## src/fcs_sync.sv

```systemverilog
/*
  Shared constants for the flash command sequencer host, plus a
  parameterised two-stage synchroniser for the flash pins it reads.
  Assumes one clock, i_clk at 40 MHz, and an active-low async reset.
*/

// ****************************************************************
// constants shared by the host controller
// ****************************************************************
package fcs_pkg;
  // command bytes written to the flash
  localparam logic [7:0] CMD_READ_ARRAY   = 8'hFF;
  localparam logic [7:0] CMD_READ_STATUS  = 8'h70;
  localparam logic [7:0] CMD_CLEAR_STATUS = 8'h50;
  localparam logic [7:0] CMD_ERASE_SETUP  = 8'h20;
  localparam logic [7:0] CMD_CONFIRM      = 8'hD0;
  localparam logic [7:0] CMD_SUSPEND      = 8'hB0;
  localparam logic [7:0] CMD_WRITE_SETUP  = 8'h40;

  // status byte field positions
  localparam int SR_READY      = 7;
  localparam int SR_PAUSED     = 6;
  localparam int SR_ERASE_ERR  = 5;
  localparam int SR_PROG_ERR   = 4;
  localparam int SR_SUPPLY_LOW = 3;
  localparam logic [7:0] SR_RSVD_MASK = 8'h07;

  // array geometry: sixteen blocks of 64 Kbyte
  localparam int ADDR_W    = 20;
  localparam int BLOCK_LSB = 16;
  localparam int BLOCK_W   = 4;

  // user operations
  typedef enum logic [3:0] {
    OP_READ_ARRAY  = 4'h0,
    OP_READ_STATUS = 4'h1,
    OP_CLEAR       = 4'h2,
    OP_ERASE       = 4'h3,
    OP_WRITE       = 4'h4,
    OP_SUSPEND     = 4'h5,
    OP_RESUME      = 4'h6,
    OP_POLL        = 4'h7,
    OP_READ_BYTE   = 4'h8
  } fcs_op_t;
  localparam logic [3:0] OP_LAST = 4'h8;

  // timing, in ns, and derived cycle counts (least times round up)
  localparam int CLK_NS    = 25;
  localparam int CLK_KHZ   = 40000;
  localparam int T_WP_NS   = 50;
  localparam int T_WH_NS   = 25;
  localparam int T_ACC_NS  = 85;
  localparam int T_RB_NS   = 100;
  localparam int T_VPP_NS  = 1000;
  localparam int SYNC_N    = 2;
  localparam int CNT_W     = 8;
  localparam logic [CNT_W-1:0] WP_CYC =
    CNT_W'((T_WP_NS + CLK_NS - 1) / CLK_NS);
  localparam logic [CNT_W-1:0] WH_CYC =
    CNT_W'((T_WH_NS + CLK_NS - 1) / CLK_NS);
  localparam logic [CNT_W-1:0] ACC_CYC =
    CNT_W'((T_ACC_NS + CLK_NS - 1) / CLK_NS + SYNC_N);
  localparam logic [CNT_W-1:0] RB_CYC =
    CNT_W'((T_RB_NS + CLK_NS - 1) / CLK_NS);
  localparam logic [CNT_W-1:0] VPP_CYC =
    CNT_W'((T_VPP_NS + CLK_NS - 1) / CLK_NS);

  // typical erase of 1.6 s; timeout allows four times that
  localparam int ERASE_TYP_MS = 1600;
  localparam int TMO_FACTOR   = 4;
  localparam int unsigned TMO_CYC_DEFAULT =
    ERASE_TYP_MS * CLK_KHZ * TMO_FACTOR;
endpackage

// ****************************************************************
// two flip-flop synchroniser
// ****************************************************************
module fcs_sync #(
  parameter int W = 1
) (
  input  wire logic         i_clk,
  input  wire logic         i_reset_n,
  input  wire logic [W-1:0] i_d,
  output logic      [W-1:0] o_q
);
  logic [W-1:0] meta_reg;
  logic [W-1:0] meta_next;
  logic [W-1:0] q_reg;
  logic [W-1:0] q_next;

  // first stage feeds only the second stage
  always_comb begin
    meta_next = i_d;
    q_next    = meta_reg;
  end

  always_ff @(posedge i_clk or negedge i_reset_n) begin
    if (!i_reset_n) begin
      meta_reg <= '0;
      q_reg    <= '0;
    end else begin
      meta_reg <= meta_next;
      q_reg    <= q_next;
    end
  end

  assign o_q = q_reg;
endmodule // fcs_sync

```

## src/fcs_host.sv

```systemverilog
/*
  Host-side controller for a byte-wide flash with an embedded
  sequencer: turns user operations into write and read bus cycles on
  the flash pins, polls status and tracks erase and suspend state.
  Assumes the flash pins are asynchronous to i_clk, that the user
  port is on i_clk, and that the board turns dq with dq_oe.
*/
// How it works
// - strobes released high between status reads
// - host refuses erase or write while supply-low is flagged
// - erase is 20H then D0H in block
// - suspended: only array, status, resume and byte reads outside the erase block accepted
// - write is 40H then address and data

module fcs_host #(
  parameter int unsigned TMO_CYCLES = fcs_pkg::TMO_CYC_DEFAULT
) (
  input  wire logic                      i_clk,
  input  wire logic                      i_reset_n,
  // user side
  input  wire logic                      i_cmd_valid,
  input  wire logic [3:0]                i_cmd_op,
  input  wire logic [fcs_pkg::ADDR_W-1:0] i_cmd_addr,
  input  wire logic [7:0]                i_cmd_data,
  input  wire logic                      i_powerdown,
  output logic                           o_cmd_ready,
  output logic                           o_done,
  output logic                           o_refused,
  output logic                           o_timeout,
  output logic [7:0]                     o_rdata,
  output logic [7:0]                     o_status,
  output logic                           o_supply_low,
  output logic                           o_erase_active,
  output logic                           o_suspended,
  // flash pins
  output logic [fcs_pkg::ADDR_W-1:0]     o_flash_addr,
  output logic [7:0]                     o_flash_dq_out,
  output logic                           o_flash_dq_oe,
  input  wire logic [7:0]                i_flash_dq_in,
  output logic                           o_flash_ce_n,
  output logic                           o_flash_oe_n,
  output logic                           o_flash_we_n,
  output logic                           o_reset_powerdown_n,
  output logic                           o_vpp_enable,
  input  wire logic                      i_ready_busy_out
);
  localparam int CW = fcs_pkg::CNT_W;
  localparam int AW = fcs_pkg::ADDR_W;

  typedef enum logic [6:0] {
    ST_IDLE   = 7'h01,
    ST_VPP    = 7'h02,
    ST_WLOW   = 7'h04,
    ST_WHIGH  = 7'h08,
    ST_RBWAIT = 7'h10,
    ST_RLOW   = 7'h20,
    ST_RHIGH  = 7'h40
  } fcs_state_t;

  // ****************************************************************
  // pin synchronisers
  // ****************************************************************
  logic [8:0] pin_q;

  fcs_sync #(.W(9)) u_sync (
    .i_clk     (i_clk),
    .i_reset_n (i_reset_n),
    .i_d       ({i_ready_busy_out, i_flash_dq_in}),
    .o_q       (pin_q)
  );

  // ****************************************************************
  // state and next values
  // ****************************************************************
  fcs_state_t        state_reg, state_next;
  fcs_pkg::fcs_op_t  op_reg, op_next;
  logic              step_reg, step_next;
  logic [CW-1:0]     cnt_reg, cnt_next;
  logic [31:0]       tmo_reg, tmo_next;
  logic [AW-1:0]     addr_reg, addr_next;
  logic [7:0]        data_reg, data_next;
  logic [7:0]        rdata_reg, rdata_next;
  logic [7:0]        status_reg, status_next;
  logic [fcs_pkg::BLOCK_W-1:0] blk_reg, blk_next;
  logic              slow_reg, slow_next;
  logic              erase_reg, erase_next;
  logic              susp_reg, susp_next;
  logic              ready_reg, ready_next;
  logic              done_reg, done_next;
  logic              refused_reg, refused_next;
  logic              tmo_hit_reg, tmo_hit_next;
  logic [7:0]        dq_out_reg, dq_out_next;
  logic              dq_oe_reg, dq_oe_next;
  logic              ce_n_reg, ce_n_next;
  logic              oe_n_reg, oe_n_next;
  logic              we_n_reg, we_n_next;
  logic              rp_n_reg, rp_n_next;
  logic              vpp_reg, vpp_next;
  logic              refuse;
  logic              finish;
  fcs_pkg::fcs_op_t  in_op;

  // byte placed on dq for a given operation and write step
  function automatic logic [7:0] cmd_byte(input fcs_pkg::fcs_op_t op,
                                          input logic step,
                                          input logic [7:0] data);
    logic [7:0] b;
    b = fcs_pkg::CMD_READ_ARRAY;
    unique case (op)
      fcs_pkg::OP_READ_STATUS: b = fcs_pkg::CMD_READ_STATUS;
      fcs_pkg::OP_CLEAR:       b = fcs_pkg::CMD_CLEAR_STATUS;
      fcs_pkg::OP_ERASE:       b = step ? fcs_pkg::CMD_CONFIRM
                                        : fcs_pkg::CMD_ERASE_SETUP;
      fcs_pkg::OP_WRITE:       b = step ? data
                                        : fcs_pkg::CMD_WRITE_SETUP;
      fcs_pkg::OP_SUSPEND:     b = fcs_pkg::CMD_SUSPEND;
      fcs_pkg::OP_RESUME:      b = fcs_pkg::CMD_CONFIRM;
      default:                 b = fcs_pkg::CMD_READ_ARRAY;
    endcase
    return b;
  endfunction

  // acceptance check; the flash would refuse these anyway, so the
  // host keeps them off the bus rather than cause sequence errors
  always_comb begin
    in_op  = fcs_pkg::fcs_op_t'(i_cmd_op);
    refuse = 1'b0;
    if (i_cmd_op > fcs_pkg::OP_LAST) begin
      refuse = 1'b1;
    end else if (susp_reg) begin
      refuse = !(in_op inside {fcs_pkg::OP_READ_ARRAY,
                 fcs_pkg::OP_READ_STATUS, fcs_pkg::OP_RESUME,
                 fcs_pkg::OP_READ_BYTE});
      if (in_op == fcs_pkg::OP_READ_BYTE &&
          i_cmd_addr[AW-1:fcs_pkg::BLOCK_LSB] == blk_reg) begin
        refuse = 1'b1;
      end
    end else if (erase_reg) begin
      refuse = !(in_op inside {fcs_pkg::OP_SUSPEND,
                 fcs_pkg::OP_POLL, fcs_pkg::OP_READ_STATUS});
    end else begin
      refuse = in_op inside {fcs_pkg::OP_SUSPEND,
               fcs_pkg::OP_RESUME, fcs_pkg::OP_POLL};
      if (slow_reg && in_op inside {fcs_pkg::OP_ERASE,
                                    fcs_pkg::OP_WRITE}) begin
        refuse = 1'b1;
      end
    end
  end

  // ****************************************************************
  // sequencer next-state logic
  // ****************************************************************
  always_comb begin
    state_next   = state_reg;
    op_next      = op_reg;
    step_next    = step_reg;
    cnt_next     = cnt_reg + 1'b1;
    tmo_next     = tmo_reg;
    addr_next    = addr_reg;
    data_next    = data_reg;
    rdata_next   = rdata_reg;
    status_next  = status_reg;
    blk_next     = blk_reg;
    slow_next    = slow_reg;
    erase_next   = erase_reg;
    susp_next    = susp_reg;
    done_next    = 1'b0;
    refused_next = 1'b0;
    tmo_hit_next = 1'b0;
    finish       = 1'b0;
    if (i_powerdown) begin
      // abort: the flash halts and leaves its target half done
      state_next = ST_IDLE;
      erase_next = 1'b0;
      susp_next  = 1'b0;
    end else begin
      unique case (state_reg)
        ST_IDLE: begin
          cnt_next = '0;
          tmo_next = '0;
          if (i_cmd_valid && ready_reg) begin
            if (refuse) begin
              refused_next = 1'b1;
            end else begin
              op_next   = in_op;
              step_next = 1'b0;
              addr_next = i_cmd_addr;
              data_next = i_cmd_data;
              if (in_op == fcs_pkg::OP_ERASE) begin
                blk_next = i_cmd_addr[AW-1:fcs_pkg::BLOCK_LSB];
              end
              // status and clear go out with the supply low
              unique case (in_op)
                fcs_pkg::OP_ERASE, fcs_pkg::OP_WRITE:
                  state_next = ST_VPP;
                fcs_pkg::OP_POLL:      state_next = ST_RBWAIT;
                fcs_pkg::OP_READ_BYTE: state_next = ST_RLOW;
                default:               state_next = ST_WLOW;
              endcase
            end
          end
        end
        ST_VPP: begin
          if (cnt_reg == fcs_pkg::VPP_CYC - 1'b1) begin
            state_next = ST_WLOW;
            cnt_next   = '0;
          end
        end
        ST_WLOW: begin
          if (cnt_reg == fcs_pkg::WP_CYC - 1'b1) begin
            state_next = ST_WHIGH;
            cnt_next   = '0;
          end
        end
        ST_WHIGH: begin
          if (cnt_reg == fcs_pkg::WH_CYC - 1'b1) begin
            cnt_next = '0;
            if (!step_reg && op_reg inside {fcs_pkg::OP_ERASE,
                                            fcs_pkg::OP_WRITE}) begin
              // confirm follows setup directly, never another byte
              step_next  = 1'b1;
              state_next = ST_WLOW;
            end else if (op_reg == fcs_pkg::OP_READ_STATUS) begin
              state_next = ST_RLOW;
            end else if (op_reg inside {fcs_pkg::OP_WRITE,
                                        fcs_pkg::OP_SUSPEND}) begin
              // nothing but status may reach a busy write
              state_next = ST_RBWAIT;
            end else begin
              finish = 1'b1;
            end
          end
        end
        ST_RBWAIT: begin
          tmo_next = tmo_reg + 1'b1;
          if (cnt_reg >= fcs_pkg::RB_CYC - 1'b1) begin
            cnt_next = cnt_reg;
          end
          if (tmo_reg >= TMO_CYCLES) begin
            state_next   = ST_IDLE;
            tmo_hit_next = 1'b1;
          end else if (cnt_reg >= fcs_pkg::RB_CYC - 1'b1 &&
                       pin_q[8]) begin
            state_next = ST_RLOW;
            cnt_next   = '0;
          end
        end
        ST_RLOW: begin
          if (cnt_reg == fcs_pkg::ACC_CYC - 1'b1) begin
            rdata_next = pin_q[7:0];
            if (op_reg != fcs_pkg::OP_READ_BYTE) begin
              status_next = pin_q[7:0] & ~fcs_pkg::SR_RSVD_MASK;
              slow_next = slow_reg | pin_q[fcs_pkg::SR_SUPPLY_LOW];
            end
            state_next = ST_RHIGH;
            cnt_next   = '0;
          end
        end
        ST_RHIGH: begin
          // strobes high here so the next read latches fresh status
          if (cnt_reg == fcs_pkg::WH_CYC - 1'b1) begin
            cnt_next = '0;
            if (op_reg inside {fcs_pkg::OP_WRITE, fcs_pkg::OP_SUSPEND,
                               fcs_pkg::OP_POLL} &&
                !status_reg[fcs_pkg::SR_READY]) begin
              state_next = ST_RBWAIT;
            end else begin
              finish = 1'b1;
            end
          end
        end
        default: state_next = ST_IDLE;
      endcase
    end

    // completion effects on tracked flash state
    if (finish) begin
      state_next = ST_IDLE;
      done_next  = 1'b1;
      unique case (op_reg)
        fcs_pkg::OP_CLEAR:  slow_next  = 1'b0;
        fcs_pkg::OP_ERASE:  erase_next = 1'b1;
        fcs_pkg::OP_RESUME: begin
          susp_next  = 1'b0;
          erase_next = 1'b1;
        end
        fcs_pkg::OP_SUSPEND: begin
          erase_next = 1'b0;
          susp_next  = status_reg[fcs_pkg::SR_PAUSED];
        end
        fcs_pkg::OP_POLL: erase_next = 1'b0;
        default: ;
      endcase
    end
  end

  // pin values follow the next state so every pin is a flop
  always_comb begin
    ready_next  = (state_next == ST_IDLE) && !i_powerdown;
    ce_n_next   = !(state_next inside {ST_WLOW, ST_WHIGH, ST_RLOW});
    we_n_next   = !(state_next == ST_WLOW);
    oe_n_next   = !(state_next == ST_RLOW);
    dq_oe_next  = state_next inside {ST_WLOW, ST_WHIGH};
    dq_out_next = cmd_byte(op_next, step_next, data_next);
    rp_n_next   = !i_powerdown;
    vpp_next    = ((state_next != ST_IDLE) &&
                   op_next inside {fcs_pkg::OP_ERASE, fcs_pkg::OP_WRITE})
                  || erase_next || susp_next;
  end

  // ****************************************************************
  // registers
  // ****************************************************************
  always_ff @(posedge i_clk or negedge i_reset_n) begin
    if (!i_reset_n) begin
      state_reg   <= ST_IDLE;
      op_reg      <= fcs_pkg::OP_READ_ARRAY;
      step_reg    <= 1'b0;
      cnt_reg     <= '0;
      tmo_reg     <= '0;
      addr_reg    <= '0;
      data_reg    <= '0;
      rdata_reg   <= '0;
      status_reg  <= '0;
      blk_reg     <= '0;
      slow_reg    <= 1'b0;
      erase_reg   <= 1'b0;
      susp_reg    <= 1'b0;
      ready_reg   <= 1'b0;
      done_reg    <= 1'b0;
      refused_reg <= 1'b0;
      tmo_hit_reg <= 1'b0;
      dq_out_reg  <= '0;
      dq_oe_reg   <= 1'b0;
      ce_n_reg    <= 1'b1;
      oe_n_reg    <= 1'b1;
      we_n_reg    <= 1'b1;
      rp_n_reg    <= 1'b0;
      vpp_reg     <= 1'b0;
    end else begin
      state_reg   <= state_next;
      op_reg      <= op_next;
      step_reg    <= step_next;
      cnt_reg     <= cnt_next;
      tmo_reg     <= tmo_next;
      addr_reg    <= addr_next;
      data_reg    <= data_next;
      rdata_reg   <= rdata_next;
      status_reg  <= status_next;
      blk_reg     <= blk_next;
      slow_reg    <= slow_next;
      erase_reg   <= erase_next;
      susp_reg    <= susp_next;
      ready_reg   <= ready_next;
      done_reg    <= done_next;
      refused_reg <= refused_next;
      tmo_hit_reg <= tmo_hit_next;
      dq_out_reg  <= dq_out_next;
      dq_oe_reg   <= dq_oe_next;
      ce_n_reg    <= ce_n_next;
      oe_n_reg    <= oe_n_next;
      we_n_reg    <= we_n_next;
      rp_n_reg    <= rp_n_next;
      vpp_reg     <= vpp_next;
    end
  end

  // outputs straight from flops
  assign o_cmd_ready         = ready_reg;
  assign o_done              = done_reg;
  assign o_refused           = refused_reg;
  assign o_timeout           = tmo_hit_reg;
  assign o_rdata             = rdata_reg;
  assign o_status            = status_reg;
  assign o_supply_low        = slow_reg;
  assign o_erase_active      = erase_reg;
  assign o_suspended         = susp_reg;
  assign o_flash_addr        = addr_reg;
  assign o_flash_dq_out      = dq_out_reg;
  assign o_flash_dq_oe       = dq_oe_reg;
  assign o_flash_ce_n        = ce_n_reg;
  assign o_flash_oe_n        = oe_n_reg;
  assign o_flash_we_n        = we_n_reg;
  assign o_reset_powerdown_n = rp_n_reg;
  assign o_vpp_enable        = vpp_reg;
endmodule // fcs_host

```

## config.mk

```make
export PLATFORM = sky130hd
export DESIGN_NAME = fcs_host
export DESIGN_NICKNAME = d
export VERILOG_FILES = /design/src/fcs_sync.sv /design/src/fcs_host.sv
export SDC_FILE = /design/constraint.sdc
export NUM_CORES = 1
export LEC_CHECK = 0
export BUFFER_PORTS_ARGS = -buffer_cell sky130_fd_sc_hd__buf_2
export CAP_MARGIN = 30
export CORE_MARGIN = 1
export CORE_UTILIZATION = 35
export CTS_CLUSTER_SIZE = 12
export DETAILED_ROUTE_END_ITERATION = 6
export GPL_ROUTABILITY_DRIVEN = 0
export GPL_TIMING_DRIVEN = 0
export PLACE_DENSITY = 0.63
export SETUP_SLACK_MARGIN = 0.05
export SYNTH_ARGS = -nofsm -noshare
export SYNTH_HDL_FRONTEND = slang
export SYNTH_SLANG_ARGS = --single-unit
```

## constraint.sdc

```tcl
create_clock -name i_clk -period 5.23 [get_ports i_clk]
set_input_delay 0.2615 -clock i_clk [delete_from_list [all_inputs] [get_ports i_clk]]
set_output_delay 0.2615 -clock i_clk [all_outputs]
set_load 0.02 [all_outputs]
```

==> flow_metrics.tcl, run 1 <==
set metrics [dict create \
    outcome "completed" \
    dpl_worst_slack_ns 1.71 \
    tritoncts.num_buffers 17 \
    gr-total-overflow 0 \
    crit-reg2reg-launch "state_reg[3]" \
    power_density_nw_per_um2 378 \
    leakage_power_nw 3.77 \
    number_of_h_tree_branching_levels 4 \
    initial_antenna_violation_count 0 \
    critical_path.endpoint_type "flip-flop" \
    ant_nets 0 \
    route.detailed.drc 0 \
    avg_wl_per_cell_um 14.8 \
    avgViaCountPerCell 5.04 \
    setup_violations 0 \
    period_minus_slack_ns 3.56 \
    max_ffs_per_register 32 \
    postRouteWirelength_mm 15.1 \
    report.final.hold_viol_count 0 \
    required_ns 5.48 \
    layout_commonest_cell "dfrtp_1" \
    grtUsageTotal 0.172 \
    synth_area_um2 6430 \
    die_y_um 138 \
    placed_area_um2 7230 \
    dr_total_vias 5149 \
    placeableCoreArea_um2 18000 \
    timing.setup.tns_ns 0 \
    final_design_instance_area_without_fill_um2 7880 \
    detailedPlacementHpwl_mm 10.7 \
    syn-mean-instance-area_um2 9.86 \
    min-delay-path-class "input port to flip-flop" \
    proportion_of_layout_cells_with_a_drive_suffix_above_1 0.220 \
    slew_viol_final 0 \
    worst_ir_drop_vdd_v 0.000198 \
    pin_count 102 \
    clk_root_buffer_cell "clkbuf_16" \
    path_max_fanout 10 \
    pin_count_of_the_biggest_net_entering_global_routing 80 \
    total_power_mw 2.98 \
    grt_first_pass_wirelength_mm 24.8 \
    max_freq_ghz 0.281 \
    hold_start "i_cmd_addr[1]" \
    via_count_of_the_first_global_routing_pass 4908 \
    die_x_um 138 \
    yosys-top-cells-area "dfrtp_1 51%, nand2_1 5.7%, nor2_1 3.8%, mux2_2 3.7%, xor2_1 3.1%" \
    firstDrtPassIters 5 \
    fin_crit_sh 0.680 \
    slew_headroom 0.471 \
    worst-setup-path-type "flip-flop to flip-flop" \
    num-fill-cells 1732 \
    clock_sink_count 136 \
    yosysSeqAreaShare 0.530 \
    synth_warnings 0 \
    cts_post_setup_buffers_inserted 0 \
    timing_worst_slew_pin_value_ns 0.790 \
    count_of_inserted_antenna_diode_cells 0 \
    floorplan.initialDensity 0.358 \
    asyncSetResetFlopFracSynth 1.00 \
    flow.area_growth_from_synthesis_pct 22.6 \
    worst-endpoint-arrival_ns 3.81 \
    number_of_flip_flops_and_latches_in_the_synthesized_netlist 136 \
    rsz0062_at_grt "no" \
    clock_edge_transition_at_the_registers_on_the_reported_setup_and_hold_paths_ns 0.06 \
    finish.net_count 829 \
    setup_ws_ns 1.67 \
    start_kind "flip-flop" \
    clk_latency_ns 0.42 \
    fin_skew_ns 0.00896 \
    yosys.cell_types.count 69 \
    dominantRegCellSynth "dfrtp_1" \
    yosysTopAreaCellShare 0.514 \
    placement_rows 49 \
    synth-edff-count 0 \
    syn-instance-count 652 \
    dr.first_iter.drc_count 292 \
    io_buffer_count 94 \
    fp.dieArea_um2 18900 \
    tritoncts "yes" \
    ctsLongestPathBuffers 2 \
    post-synth-top-area-cell "dfrtp_1" \
    timing.max_cap.violations 0 \
    startpoint "state_reg[3]" \
    final_cell_mix "132 x dfrtp_1, 100 x buf_2, 98 x nand2_1" \
]
## power breakdown
group	total [mW]	switching (mW)	leakage [nW]	internal (mW)
logic	0.624	0.410	1.75	0.213
clock network	1.12	0.438	0.254	0.678
registers	1.24	0.0601	1.76	1.18
total	2.98	0.909	3.77	2.07
## path summary, 6_finish.rpt
path	endpoint	slack, ns	cells after the start
hold / removal	o_flash_addr[1]	0.03	3
min in group asynchronous	o_flash_addr[15]	0.37	2
hold reg to reg	u_sync.o_q[5]	0.34	0
max in group asynchronous	o_flash_oe_n	4.05	3
setup / recovery	o_flash_dq_out[6]	1.67	10
setup reg to reg	o_flash_dq_out[6]	1.67	10
## per-stage QoR
stage / utilization / hold WS [ns] / std cells
3_5_place_dp: 0.403 / 0.274 / 979
3_3_place_gp: 0.401 / 0.333 / 977
5_1_grt: 0.439 / 0.0331 / 1021
4_1_cts: 0.439 / 0.0205 / 1021
2_1_floorplan: - / -0.0341 / 654
6_report: 0.439 / 0.0299 / 1021
## routing by layer
metal,global-route usage,share of wire,up-vias
met5,0,0,-
met4,0.0562,0.014,0
met3,0.0453,0.049,20
met2,0.275,0.49,122
met1,0.224,0.45,2476
li1,-,-,2531
## synth_stat cells, types with 5 or more instances
cell type    n
nor2_1      65
or3_1       13
xor2_1      23
and2_1       5
inv_1       24
nand2b_1     5
a31oi_1      6
nand4_1     10
nor4_1       5
buf_2        6
nand3b_1     5
nand2_1     98
o21ai_0     32
dfrtp_1    132
clkbuf_1    20
a211o_1      5
mux2_2      21
a21oi_1     26
ha_1         5
nor3_1      16
xnor2_1      9
nand3_1     31
and3_1       8
## critical path: stages, from the launching register on
cell	delay, ns
dfrtp_1	0.35
buf_2	0.17
nor4_2	0.48
nand3_1	0.34
nor2_2	0.35
and4_1	0.23
clkbuf_1	0.28
buf_2	0.31
o211ai_1	0.12
a21oi_1	0.53
o2111ai_1	0.21
## logic make-up after synthesis
logic type	after synthesis	synth area share
adder cells (fa/ha/maj)	5	0.00973
multiplexers	23	0.0399
AND/OR/NAND/NOR	288	0.224
flip-flops	136	0.530
other	1	0.000583
AO/OA/AOI/OAI	111	0.115
XOR/XNOR	32	0.0436
buffers and inverters	56	0.0379
## final cells by class
cell class / count / area (um2) / area share
buffer: 32 / 154 / 0.0195
multi-input combinational: 462 / 2790 / 0.353
timing repair buffer: 106 / 609 / 0.0773
tap: 229 / 287 / 0.0363
clock buffer: 25 / 475 / 0.0603
inverter: 24 / 90.1 / 0.0114
clock inverter: 7 / 73.8 / 0.00936
sequential: 136 / 3410 / 0.432
## repair_timing
action | in CTS | in global routing
hold buffers | 10 | 0
gates resized for setup | 0 | 0
hold endpoints to repair | 64 | 0
Power figures use the tool's default switching activity.
==> run 2: changes to the inputs <==
- ABC_AREA: unset -> 1
- PLACE_DENSITY: 0.63 -> 0.62
- clock period: 5.23 -> 3.7 ns (I/O delays scaled with it)
==> flow_metrics.tcl, run 2 <==
set metrics [dict create \
    firstDrtPassIters 5 \
    post-synth-top-area-cell "dfrtp_1" \
    timing_worst_slew_pin_value_ns 0.587 \
    synth-edff-count 0 \
    proportion_of_layout_cells_with_a_drive_suffix_above_1 0.186 \
    ant_nets 0 \
    fin_crit_sh 0.663 \
    globalRoute.busiestLayer "met2" \
    groute.layer.met3.usage 0.0614 \
    synth_commonest_cells "181 x nand2_1, 143 x inv_1, 132 x dfrtp_1, 69 x nor2_1, 49 x o21ai_0" \
    initial_antenna_violation_count 1 \
    synthMostInstantiatedCell "nand2_1" \
    rsz0062_at_grt "no" \
    placeableCoreArea_um2 19000 \
    period_minus_slack_ns 2.45 \
    fin_skew_ns 0.00832 \
    required_ns 4.00 \
    timing.max_cap.violations 0 \
    gr-total-overflow 0 \
    ctsResizeCount 0 \
    critical_path.endpoint_type "flip-flop" \
    path_max_fanout 6 \
    clock_sink_count 136 \
    slew_viol_final 0 \
    grtUsageTotal 0.176 \
    clk_latency_ns 0.42 \
    pin_count_of_the_biggest_net_entering_global_routing 77 \
    layout_commonest_cell "nand2_1" \
    postRouteWirelength_mm 16.4 \
    worst-endpoint-arrival_ns 2.76 \
    placed_area_um2 7700 \
    yosysTopAreaCellShare 0.482 \
    slew_headroom 0.609 \
    pin_count 102 \
    avg_wl_per_cell_um 13.0 \
    dominantRegCellSynth "dfrtp_1" \
    final_design_instance_area_without_fill_um2 8610 \
    asyncSetResetFlopFracSynth 1.00 \
    die_y_um 142 \
    min-delay-path-class "input port to flip-flop" \
    route.detailed.drc 0 \
    detailedPlacementHpwl_mm 11.7 \
    tritoncts.num_buffers 17 \
    num-fill-cells 1838 \
    number_of_flip_flops_and_latches_in_the_synthesized_netlist 136 \
    grt_first_pass_wirelength_mm 27.6 \
    synth_area_um2 6850 \
    max_freq_ghz 0.407 \
    tightest_hold_margin_ns 0.0627 \
    dr.first_iter.drc_count 412 \
    avgViaCountPerCell 4.69 \
    number_of_h_tree_branching_levels 4 \
    placement_rows 50 \
    leakage_power_nw 4.34 \
    syn-instance-count 833 \
    finish.net_count 1033 \
    syn-mean-instance-area_um2 8.22 \
    synth_warnings 0 \
    start_kind "flip-flop" \
    power_density_nw_per_um2 505 \
    ctsLongestPathBuffers 2 \
    final_cell_mix "181 x nand2_1, 143 x inv_1, 132 x dfrtp_1" \
    global_route.usage.met2 0.270 \
    max_ffs_per_register 32 \
    grtUsageMet1 0.235 \
    worst-setup-path-type "flip-flop to flip-flop" \
    io_buffer_count 97 \
    floorplan.initialDensity 0.361 \
    yosys.cell_types.count 48 \
    dr_total_vias 5893 \
    worst_ir_drop_vdd_v 0.000342 \
    outcome "completed" \
    via_count_of_the_first_global_routing_pass 5737 \
    timing.setup.tns_ns 0 \
    flow.area_growth_from_synthesis_pct 25.7 \
    yosys-top-cells-area "dfrtp_1 48%, nand2_1 9.9%, inv_1 7.8%, nor2_1 3.8%, o21ai_0 3.6%" \
    tritoncts "yes" \
    clk_root_buffer_cell "clkbuf_16" \
    die_x_um 142 \
    setup_violations 0 \
    yosysSeqAreaShare 0.498 \
    fp.dieArea_um2 20100 \
    clock_edge_transition_at_the_registers_on_the_reported_setup_and_hold_paths_ns 0.06 \
    report.final.hold_viol_count 0 \
]
run 2: cell types whose count changed after synthesis, sizes merged, moves of 10 or more:
cell / previous run / this run
mux2: 21 / 0
or3: 14 / 0
o21ai: 32 / 53
mux2i: 2 / 21
inv: 24 / 154
nor3: 17 / 37
nand2: 98 / 190
nor2: 66 / 76
nand4: 10 / 29
clkbuf: 20 / 5
run 2: critical path, cell delays in order, from the launching register on:
cell,delay [ns]
dfrtp_1,0.39
nor2_1,0.19
nand2_1,0.09
inv_2,0.09
nand4_1,0.21
nand2_1,0.19
nor3_1,0.07
nor2_1,0.22
nor3b_2,0.43
o21ai_1,0.17
o21ai_0,0.23
inv_1,0.06
run 2: final timing paths:
| kind | start | endpoint | slack (ns) | cells past startpoint |
|---|---|---|---|---|
| max reg2reg | state_reg[1] | cnt_reg[0] | 1.25 | 11 |
| max | state_reg[1] | cnt_reg[0] | 1.25 | 11 |
| min in group asynchronous | i_reset_n | o_flash_addr[1] | 0.32 | 2 |
| min reg2reg | u_sync.meta_reg[3] | u_sync.o_q[3] | 0.35 | 0 |
| min | i_cmd_data[4] | data_reg[4] | 0.06 | 3 |
| max in group asynchronous | i_reset_n | cnt_reg[2] | 2.60 | 3 |
run 2: area by class of cell:
| type | instances | area (um2) | area share |
|---|---|---|---|
| Sequential cell | 136 | 3410 | 0.396 |
| Multi-Input combinational cell | 530 | 2780 | 0.323 |
| Timing Repair Buffer | 129 | 830 | 0.0964 |
| Inverter | 156 | 587 | 0.0682 |
| Clock buffer | 18 | 439 | 0.0510 |
| Tap cell | 260 | 325 | 0.0378 |
| Clock inverter | 14 | 155 | 0.0180 |
| Buffer | 13 | 80.1 | 0.00931 |
| Antenna cell | 1 | 2.50 | 0.000291 |
run 2: report_power, final:
group	internal, mW	switching (mW)	total [mW]
registers	1.67	0.0952	1.77
clock network	0.973	0.730	1.70
logic	0.293	0.583	0.875
total	2.94	1.41	4.34
run 2: logic make-up after synthesis:
| family | after synthesis | share of synthesized area |
|---|---|---|
| AND/OR/NAND/NOR | 385 | 0.260 |
| multiplexers | 21 | 0.0307 |
| adder cells (fa/ha/maj) | 5 | 0.00914 |
| flip-flops | 136 | 0.498 |
| AO/OA/AOI/OAI | 102 | 0.0864 |
| other | 1 | 0.000548 |
| XOR/XNOR | 14 | 0.0179 |
| buffers and inverters | 169 | 0.0974 |
run 2: through the flow:
stage / setup slack (ns) / instances / utilization / power [mW]
floorplan: 1.76 / 835 / - / 2.35
global placement: 0.506 / 1192 / 0.404 / 2.62
detailed placement: 1.34 / 1193 / 0.406 / 2.64
CTS: 1.32 / 1256 / 0.454 / 4.39
global route: 0.959 / 1256 / 0.454 / 4.58
finish: 1.25 / 1257 / 0.454 / 4.34
run 2: per-layer routing:
metal / wire length [um] / up-vias
met5: 0 / -
met4: 130 / 0
met3: 1150 / 15
met2: 7300 / 148
met1: 7790 / 2758
li1: - / 2972
run 2: timing repair:
action | CTS | global route
endpoints found under the hold margin | 87 | 0
endpoints found under the setup margin | 0 | 0
buffers inserted | 0 | 0
hold buffers | 31 | 0
